===== src/verilog/isd_pkg.sv =====
// Package of constants and types for the instruction execution block
// Functional notes
// - Decrement-and-skip subtracts one from file register 0..127 and writes W when d is 0, else the file register.
// - A zero decrement-and-skip result discards the next instruction for a no-operation, taking two cycles, no flags.
// - A non-zero result of either skip instruction lets the next instruction run with no extra cycle.
// - Increment-and-skip adds one to the file register, routes the result by d, and leaves all flags unchanged.
// - A zero increment-and-skip result replaces the next instruction with a no-operation, taking two cycles.
// - The branch loads its 11-bit literal into PC bits 10:0 and latch bits 4:3 into PC bits 12:11.
// - The branch is always taken, takes two cycles and leaves all flags unchanged.
// - OR-literal ORs W with an 8-bit literal, stores the result in W and updates the zero flag.
// - Plain increment adds one to the file register, routes the result by d and updates the zero flag.
`default_nettype none
package isd_pkg;
   // ***************************************************************
   // Widths and fields
   // ***************************************************************
   localparam int ISD_DATA_W  = 8;
   localparam int ISD_ADDR_W  = 7;
   localparam int ISD_PC_W    = 13;
   localparam int ISD_LIT_W   = 11;
   localparam int ISD_LATCH_LO = 3;
   localparam int ISD_LATCH_HI = 4;
   localparam logic [7:0]  ISD_ONE     = 8'h01;
   localparam logic [7:0]  ISD_ZERO    = 8'h00;
   localparam logic [7:0]  ISD_W_RESET = 8'h00;
   localparam logic [12:0] ISD_PC_RESET = 13'h0000;

   // ***************************************************************
   // Operations
   // ***************************************************************
   typedef enum logic [2:0]
   {
      ISD_OP_NONE,
      ISD_OP_DEC_SKIP,
      ISD_OP_INC_SKIP,
      ISD_OP_BRANCH,
      ISD_OP_OR_LIT,
      ISD_OP_INC_FILE
   } isd_op_type;

   typedef struct packed
   {
      isd_op_type  op;
      logic        dest_file;
      logic [6:0]  addr;
      logic [10:0] literal;
   } isd_instr_type;

   typedef struct packed
   {
      logic       wr_en;
      logic [6:0] addr;
      logic [7:0] data;
   } isd_file_wr_type;
endpackage : isd_pkg
`default_nettype wire

===== src/verilog/isd_exec.sv =====
// Execution unit for skip, increment, branch and OR-literal instructions
`default_nettype none
module isd_exec
   import isd_pkg::*;
(
   input  wire logic            clk_sys_i,
   input  wire logic            resetn_i,
   input  wire logic            instr_valid_i,
   input  wire isd_instr_type   instr_i,
   input  wire logic [7:0]      file_rdata_i,
   input  wire logic [7:0]      pc_high_latch_i,
   output logic [6:0]           file_raddr_o,
   output isd_file_wr_type      file_wr_o,
   output logic [7:0]           w_reg_o,
   output logic                 zero_flag_o,
   output logic [12:0]          pc_o,
   output logic                 pc_load_o,
   output logic                 flush_o,
   output logic                 busy_o
);

   // ***************************************************************
   // Helpers
   // ***************************************************************
   function automatic logic is_zero(input logic [7:0] v);
      return v == ISD_ZERO;
   endfunction : is_zero

   // Step a file value by one with 8-bit wrap
   function automatic logic [7:0] step_value(input logic [7:0] v, input logic down);
      logic [7:0] r;
      if (down)
         r = v - ISD_ONE;
      else
         r = v + ISD_ONE;
      return r;
   endfunction : step_value

   // Ops that read, step and route a file register
   function automatic logic is_step_op(input isd_op_type op);
      return (op == ISD_OP_DEC_SKIP) || (op == ISD_OP_INC_SKIP) || (op == ISD_OP_INC_FILE);
   endfunction : is_step_op

   // ***************************************************************
   // State
   // ***************************************************************
   logic [7:0]      w_reg;
   logic [7:0]      next_w_reg;
   logic            zero_flag;
   logic            next_zero_flag;
   logic [12:0]     pc;
   logic [12:0]     next_pc;
   logic            pc_load;
   logic            next_pc_load;
   logic            flush;
   logic            next_flush;
   isd_file_wr_type file_wr;
   isd_file_wr_type next_file_wr;

   // ***************************************************************
   // Decode
   // ***************************************************************
   logic            taken;
   logic            step_op;
   logic            skip_op;
   logic            branch_op;
   logic [7:0]      step_result;
   logic            step_zero;
   logic [7:0]      or_result;
   logic            or_zero;
   logic [12:0]     branch_target;

   // A slot presented while flush is high is the no-operation of a skip or branch
   assign taken         = instr_valid_i && !flush;
   assign step_op       = taken && is_step_op(instr_i.op);
   assign skip_op       = step_op && (instr_i.op != ISD_OP_INC_FILE);
   assign branch_op     = taken && (instr_i.op == ISD_OP_BRANCH);
   assign step_result   = step_value(file_rdata_i, instr_i.op == ISD_OP_DEC_SKIP);
   assign step_zero     = is_zero(step_result);
   assign or_result     = w_reg | instr_i.literal[7:0];
   assign or_zero       = is_zero(or_result);
   assign branch_target = {pc_high_latch_i[ISD_LATCH_HI:ISD_LATCH_LO], instr_i.literal};
   assign file_raddr_o  = instr_i.addr;

   // ***************************************************************
   // Working register and zero flag
   // ***************************************************************
   always_comb
   begin
      next_w_reg     = w_reg;
      next_zero_flag = zero_flag;
      if (taken)
      begin
         unique case (instr_i.op)
            ISD_OP_DEC_SKIP, ISD_OP_INC_SKIP:
            begin
               // Skip ops leave every flag alone
               if (!instr_i.dest_file)
               begin
                  next_w_reg = step_result;
               end
            end
            ISD_OP_INC_FILE:
            begin
               if (!instr_i.dest_file)
               begin
                  next_w_reg = step_result;
               end
               next_zero_flag = step_zero;
            end
            ISD_OP_OR_LIT:
            begin
               next_w_reg     = or_result;
               next_zero_flag = or_zero;
            end
            ISD_OP_BRANCH, ISD_OP_NONE:
            begin
               next_w_reg = w_reg;
            end
            default:
            begin
               next_w_reg = w_reg;
            end
         endcase
      end
   end

   always_ff @(posedge clk_sys_i or negedge resetn_i)
   begin
      if (!resetn_i)
      begin
         w_reg     <= ISD_W_RESET;
         zero_flag <= 1'b0;
      end
      else
      begin
         w_reg     <= next_w_reg;
         zero_flag <= next_zero_flag;
      end
   end

   // ***************************************************************
   // Branch target
   // ***************************************************************
   always_comb
   begin
      next_pc      = pc;
      next_pc_load = 1'b0;
      if (branch_op)
      begin
         next_pc      = branch_target;
         next_pc_load = 1'b1;
      end
   end

   always_ff @(posedge clk_sys_i or negedge resetn_i)
   begin
      if (!resetn_i)
      begin
         pc      <= ISD_PC_RESET;
         pc_load <= 1'b0;
      end
      else
      begin
         pc      <= next_pc;
         pc_load <= next_pc_load;
      end
   end

   // ***************************************************************
   // No-operation slot
   // ***************************************************************
   always_comb
   begin
      next_flush = 1'b0;
      if (skip_op)
      begin
         next_flush = step_zero;
      end
      else if (branch_op)
      begin
         next_flush = 1'b1;
      end
   end

   always_ff @(posedge clk_sys_i or negedge resetn_i)
   begin
      if (!resetn_i)
      begin
         flush <= 1'b0;
      end
      else
      begin
         flush <= next_flush;
      end
   end

   // ***************************************************************
   // File register write
   // ***************************************************************
   always_comb
   begin
      next_file_wr = '0;
      if (step_op && instr_i.dest_file)
      begin
         next_file_wr.wr_en = 1'b1;
         next_file_wr.addr  = instr_i.addr;
         next_file_wr.data  = step_result;
      end
   end

   always_ff @(posedge clk_sys_i or negedge resetn_i)
   begin
      if (!resetn_i)
      begin
         file_wr <= '0;
      end
      else
      begin
         file_wr <= next_file_wr;
      end
   end

   // ***************************************************************
   // Outputs
   // ***************************************************************
   assign w_reg_o     = w_reg;
   assign zero_flag_o = zero_flag;
   assign pc_o        = pc;
   assign pc_load_o   = pc_load;
   assign flush_o     = flush;
   assign file_wr_o   = file_wr;
   assign busy_o      = flush;

endmodule : isd_exec
`default_nettype wire


===== config.mk =====
export PLATFORM = sky130hd
export DESIGN_NAME = isd_exec
export DESIGN_NICKNAME = d
export VERILOG_FILES = /design/src/verilog/isd_pkg.sv /design/src/verilog/isd_exec.sv
export SDC_FILE = /design/constraint.sdc
export NUM_CORES = 1
export LEC_CHECK = 0
export BUFFER_PORTS_ARGS = -buffer_cell sky130_fd_sc_hd__buf_2
export CORE_ASPECT_RATIO = 0.9
export CORE_MARGIN = 5
export CORE_UTILIZATION = 49
export DETAILED_ROUTE_END_ITERATION = 16
export GPL_TIMING_DRIVEN = 0
export PLACE_DENSITY = 0.9
export SETUP_SLACK_MARGIN = 0.15
export SLEW_MARGIN = 20
export SYNTH_ARGS = -nofsm -noshare
export SYNTH_HDL_FRONTEND = slang
export SYNTH_SLANG_ARGS = --single-unit
export TNS_END_PERCENT = 10

===== constraint.sdc =====
create_clock -name clk_sys_i -period 3.8 [get_ports clk_sys_i]
set_clock_uncertainty 0.1 [all_clocks]
set_input_delay 0 -clock clk_sys_i [delete_from_list [all_inputs] [get_ports clk_sys_i]]
set_output_delay 0 -clock clk_sys_i [all_outputs]
set_load 0.02 [all_outputs]

# Word level (Yosys, flattened, before mapping)
# Cells that the tools add are included.
totals:
  regBits: 40
  input_bits: 41
  output_inout_bits: 48
  elab_cells: 40
op_classes:
  n_addsub: 2
  n_eq_ne: 7
  n_mux: 7
  bitwise_logic: 1
  reduce_logical: 15
op_table:
  columns: ["operator", "count"]
  rows:
  - ["logical NOT 8 bit", 2]
  - ["two-way mux 16 bit", 1]
  - ["two-way mux 8 bit", 2]
  - ["case mux 8 bit (2 select lines)", 1]
  - ["adder 8 x 1 -> 8 bit, second input constant", 1]
  - ["OR 8 bit", 1]
  - ["subtractor 8 x 1 -> 8 bit, second input constant", 1]
  - ["== test 3 x 2 -> 1 bit, second input constant", 2]
  - ["== test 3 bit, second input constant", 2]
  - ["logical AND 1 bit", 5]
  - ["nonzero test 2 bit", 2]
  - ["== test 3 x 1 -> 1 bit, second input constant", 1]
  - ["inequality test 3 bit, second input constant", 1]
  - ["AND reduction 3 bit", 1]
  - ["OR reduction 3 bit", 1]
  - ["logical OR 1 bit", 2]
  - ["two-way mux 1 bit", 2]
  - ["inequality test 2 bit, second input constant", 1]
  - ["case mux 1 bit (2 select lines)", 1]
  - ["AND reduction 2 bit", 1]
  - ["logical NOT 1 bit", 1]

# Logic depth before layout (Yosys ltp)
depth:
  word_depth: 6
  depth_mapped: 10

# Worst setup path before layout
# OpenSTA, ideal clock, no wires.
synth_timing:
  path_kind: "input to register"
  from: "input instr_i[20] (netlist name)"
  to: "register zero_flag (netlist: zero_flag_o)"
  t_arrival_ps: 2104
  path_slack_ps: 1504
  stages: 10
  cell_sequence: "buf_2 or3b_1 buf_4 xnor2_1 ha_1 or4_1 mux2i_1 xnor2_1 nand3_1 o31ai_2"
synth_via:
  elab_chain_len: 4
  elab_cells_between_ends: 8
  classes_between: "eq/ne: 3; mux: 2; reduce/logical: 3"
synth_rtl:
  columns: ["item", "line_no", "text"]
  rows:
  - ["start, declared", "isd_exec.sv:9", "input wire isd_instr_type instr_i,"]
  - ["== test 3 x 1 -> 1 bit", "isd_exec.sv:78", "assign step_result = step_value(file_rdata_i, instr_i.op == ISD_OP_DEC_SKIP);"]
  - ["two-way mux 8 bit", "isd_exec.sv:32", "if (down)"]
  - ["logical NOT 8 bit", "isd_exec.sv:26", "return v == ISD_ZERO;"]
  - ["case mux 1 bit (2 select lines)", "isd_exec.sv:94", "unique case (instr_i.op)"]
  - ["end signal, assigned", "isd_exec.sv:138", "zero_flag <= next_zero_flag;"]
  - ["end, declared", "isd_exec.sv:49", "logic zero_flag;"]
# Several ways; a longest one is shown, not always the timed one.
# A chain may end at the register's enable or synchronous reset.

# Worst setup path in the final report
# Ends and elaborated chain as after synthesis.

==> Implementation_results.wiki <==
{| class="wikitable"
! Metric !! Value
|-
| Status || complete, no violations
|-
| Gr usage total || 19.2%
|-
| Sequential cell area fraction in the yosys report || 50.0%
|-
| CP max-delay cell || sky130_fd_sc_hd__or4_1
|-
| Largest net degree at the start of global routing || 41
|-
| Synth Flop Type || sky130_fd_sc_hd__dfrtp_1
|-
| Max FO, Critical Path || 10
|-
| Share of cell area taken by muxes after synthesis || 8.82%
|-
| Crit-path cells || buf_2 > buf_2 > or3b_1 > buf_4 > xnor2_1 > ha_1 > or4_1 > mux2i_1 > xnor2_1 > nand3_1 > o31ai_2
|-
| Number of max-capacitance violations reported || 0
|-
| Setup repair after global routing missed its margin || false
|-
| Synthesized area || 2000 um2
|-
| Final hold vios || 0
|-
| Avg WL per Cell || 14.6 um
|-
| Number of primary I/O pins || 89
|-
| Fill count || 305
|-
| Later-pin clock latency in the skew report || 0.28 ns
|-
| Antenna diode instance count || 0
|-
| Count of buffering cells on the critical path with inverters included || 3
|-
| Crit path DAT || 2.44 ns
|-
| Kind of capture point of the worst setup path || flop
|-
| Longest Clk Path Bufs || 2
|-
| Initial cell density of the core || 49.8%
|-
| Top cells by area in the synthesized netlist || sky130_fd_sc_hd__dfrtp_1 50%, sky130_fd_sc_hd__mux2_2 7.3%, sky130_fd_sc_hd__buf_4 3.4%
|-
| Power density normalized to cell area || 417 nW/um2
|-
| Leak Pwr || 1.42 nW
|-
| Die Outline Area || 5460 um2
|-
| Number of buffers created by CTS || 5
|-
| Number of rows in the core area || 22
|-
| Top routing layer in use || met4
|-
| Multi-input logic area || 856 um2
|-
| Critical path's largest stage delay || 0.42 ns
|-
| Post-synth top area share || 50.0%
|-
| Cell at the root of the clock tree || sky130_fd_sc_hd__clkbuf_8
|-
| Post-cts gate resize count || 0
|-
| Vias || 1,783
|-
| Area share of fa/ha/maj cells after synthesis || 0.625%
|-
| Nets@finish || 338
|-
| Routability congestion estimate from global placement || 0.846
|-
| Buffer count from post-CTS setup fixing || 0
|-
| Height of the die || 70.6 um
|-
| Number of clock sinks || 40
|-
| Post-synthesis register bit count || 40
|-
| Die Wd || 77.4 um
|-
| Router iterations before antenna repair || 4
|-
| DRT Wirelength || 5030 um
|-
| Synthesized-area fraction occupied by ao, oa, aoi and oai cells || 11.4%
|-
| Syn nets || 228
|-
| Violation count after the first detailed-routing iteration || 118
|-
| Total Power Consumption || 1.17 mW
|-
| Core region area || 4020 um2
|-
| Min cycle time layout || 2.35 ns
|-
| Via count of the first global-routing pass || 1,866
|-
| Setup crit start kind || input pin
|-
| Util after Layout || 69.5%
|-
| Wire length of the first global-routing pass || 8570 um
|-
| Max Clk Rate || 426 MHz
|-
| Post-route clock period utilization || 61.8%
|-
| Kind of path behind the tightest hold check || in2reg
|-
| Initial antenna violation count || 0
|-
| Congestion Overflow GR || 0
|-
| Number of routed nets with antenna violations || 0
|-
| TritonCTS clock tree || done
|-
| Cell Count, Final, Fillers Out || 345
|-
| Fin. max-slew vios || 0
|-
| Simple-gate area share of the yosys netlist || 20.1%
|-
| Number of levels the H-tree was split into || 2
|-
| Setup slack on the worst flop-to-flop path || 1.91 ns
|-
| Dominant cell type by area after synthesis || sky130_fd_sc_hd__dfrtp_1
|-
| Clock transition at path regs || 0.07 ns
|-
| Warnings from Yosys || 0
|-
| Cell area after placement || 2470 um2
|-
| Sum of net half-perimeters after detailed placement || 3670 um
|-
| Distinct cell type count after synthesis || 50
|-
| Number of synthesized flops with an enable pin || 0
|-
| Kind of cell with the highest combined delay on the critical path || simple AND/OR/NAND/NOR gates
|-
| Wire length on met2 || 2450 um
|-
| Design area || 2790 um2
|-
| Syn avg cell area || 10.8 um2
|-
| Setup-violating endpoint count in the final report || 0
|-
| Data required time of the critical path || 3.89 ns
|-
| Post-synthesis share of cell area spent on xor and xnor gates || 1.75%
|-
| Met1 wire length || 1990 um
|-
| Fraction of layout instances using a drive strength above 1 || 43.1%
|-
| Synth async-reset ratio || 100%
|-
| Port Buffers || 81
|-
| DR vias/cell || 5.17
|-
| Layout overhead on the synthesized area || 39.6%
|-
| Register area || 1000 um2
|-
| Classification of the worst setup path || in2reg
|-
| Post-placement cell count || 315
|-
| Gate count after technology mapping || 186
|-
| Quantity of hold-fixing buffers added after cts || 22
|-
| Worst-case headroom to the max-slew limit || 42.6%
|-
| Largest family of logic cells by synthesized area || simple AND/OR/NAND/NOR gates
|-
| Met3 WL || 504 um
|-
| Setup total negative slack || 0 ns
|-
| DRC errors left || 0
|-
| Maximum vdd drop || 0.325 mV
|-
| Transition at the pin with the smallest max-transition slack || 0.861 ns
|}
cell usage in the layout (no fill, tap or decap), types with 2 or more instances in the layout:
cell type	netlist	final
sky130_fd_sc_hd__and2_1	8	8
sky130_fd_sc_hd__nand2_1	2	2
sky130_fd_sc_hd__dfrtp_1	40	40
sky130_fd_sc_hd__nor2b_1	3	3
sky130_fd_sc_hd__xor2_1	2	2
sky130_fd_sc_hd__nand3_1	6	6
sky130_fd_sc_hd__and3_1	2	2
sky130_fd_sc_hd__nor2_1	12	12
sky130_fd_sc_hd__a21oi_1	11	11
sky130_fd_sc_hd__inv_1	8	8
sky130_fd_sc_hd__clkbuf_8	0	5
sky130_fd_sc_hd__xnor2_1	2	2
sky130_fd_sc_hd__a21oi_2	2	2
sky130_fd_sc_hd__o21ai_0	5	5
sky130_fd_sc_hd__mux2i_1	3	3
sky130_fd_sc_hd__nor4_1	4	4
sky130_fd_sc_hd__a22oi_1	2	2
sky130_fd_sc_hd__nand2b_1	6	6
sky130_fd_sc_hd__buf_2	6	87
sky130_fd_sc_hd__nand4_1	4	4
sky130_fd_sc_hd__o22ai_1	2	2
sky130_fd_sc_hd__or3b_1	2	2
sky130_fd_sc_hd__nor3_1	5	5
sky130_fd_sc_hd__buf_4	9	9
sky130_fd_sc_hd__or4_1	2	2
sky130_fd_sc_hd__dlygate4sd3_1	0	22
sky130_fd_sc_hd__mux2_2	13	13
layout make-up:
cell class	count	area share, %
flip-flops and latches	40	35.8
multi-input cells	121	30.6
repair buffers	103	22.4
plain buffers	17	4.08
clock buffers	6	2.60
well taps	48	2.15
clock inverters	2	1.25
inverters	8	1.07
path summary, 6_finish.rpt:
path,startpoint,to,cells past startpoint
max reg2reg,busy_o,pc_o[7],5
min in group asynchronous,resetn_i,w_reg_o[6],2
min reg2reg,pc_o[4],pc_o[4],1
max,instr_i[20],zero_flag_o,11
min,file_rdata_i[4],file_wr_o[4],3
max in group asynchronous,resetn_i,file_wr_o[4],2
synth_stat cells, types with 2 or more instances:
| library cell | count |
|---|---|
| sky130_fd_sc_hd__a21oi_1 | 11 |
| sky130_fd_sc_hd__a21oi_2 | 2 |
| sky130_fd_sc_hd__a22oi_1 | 2 |
| sky130_fd_sc_hd__and2_1 | 8 |
| sky130_fd_sc_hd__and3_1 | 2 |
| sky130_fd_sc_hd__buf_2 | 6 |
| sky130_fd_sc_hd__buf_4 | 9 |
| sky130_fd_sc_hd__dfrtp_1 | 40 |
| sky130_fd_sc_hd__inv_1 | 8 |
| sky130_fd_sc_hd__mux2_2 | 13 |
| sky130_fd_sc_hd__mux2i_1 | 3 |
| sky130_fd_sc_hd__nand2_1 | 2 |
| sky130_fd_sc_hd__nand2b_1 | 6 |
| sky130_fd_sc_hd__nand3_1 | 6 |
| sky130_fd_sc_hd__nand4_1 | 4 |
| sky130_fd_sc_hd__nor2_1 | 12 |
| sky130_fd_sc_hd__nor2b_1 | 3 |
| sky130_fd_sc_hd__nor3_1 | 5 |
| sky130_fd_sc_hd__nor4_1 | 4 |
| sky130_fd_sc_hd__o21ai_0 | 5 |
| sky130_fd_sc_hd__o22ai_1 | 2 |
| sky130_fd_sc_hd__or3b_1 | 2 |
| sky130_fd_sc_hd__or4_1 | 2 |
| sky130_fd_sc_hd__xnor2_1 | 2 |
| sky130_fd_sc_hd__xor2_1 | 2 |
worst reg2reg max path, cell delays in order, from the launching register on:
cell and delay, ns:
sky130_fd_sc_hd__dfrtp_1 0.39, sky130_fd_sc_hd__nor2b_1 0.24, sky130_fd_sc_hd__nor2b_1 0.21, sky130_fd_sc_hd__nand3_1 0.26, sky130_fd_sc_hd__buf_2 0.29, sky130_fd_sc_hd__mux2_2 0.29
flip-flops by register name, indices dropped and copies added, names as in the netlist:
register / count
pc_o: 13
busy_o: 1
w_reg_o: 8
file_wr_o: 16
zero_flag_o: 1
pc_load_o: 1
report_power, final:
| group | leakage, nW | total (mW) | switching, mW | internal (mW) |
|---|---|---|---|---|
| registers | 0.503 | 0.515 | 0.0328 | 0.482 |
| clock network | 0.0552 | 0.335 | 0.141 | 0.195 |
| logic | 0.862 | 0.315 | 0.182 | 0.133 |
| total | 1.42 | 1.17 | 0.355 | 0.810 |
per-layer routing:
| layer | global-route usage [%] | up-vias |
|---|---|---|
| met1 | 23.6 | 818 |
| met5 | 0 | - |
| li1 | - | 876 |
| met3 | 7.38 | 10 |
| met4 | 5.15 | 0 |
| met2 | 31.9 | 79 |
cells by family after synthesis:
| kind of cell | count (synthesis) |
|---|---|
| and+or+nand+nor | 66 |
| DFF | 40 |
| AOI/OAI and AO/OA | 34 |
| buffers and inverters | 25 |
| muxes | 16 |
| xor gates and xnor gates | 4 |
| adders and majority gates | 1 |
per-stage QoR:
step | worst slack [ns] | hold WS, ns
final | 1.45 | 0.0227
after global routing | 1.30 | 0.0395
after CTS | 1.45 | 0.0164
after detailed placement | 1.16 | 0.0642
after global placement | 1.22 | 0.0524
after floorplan | 1.50 | -0.396
(Power assumes the default switching activity.)
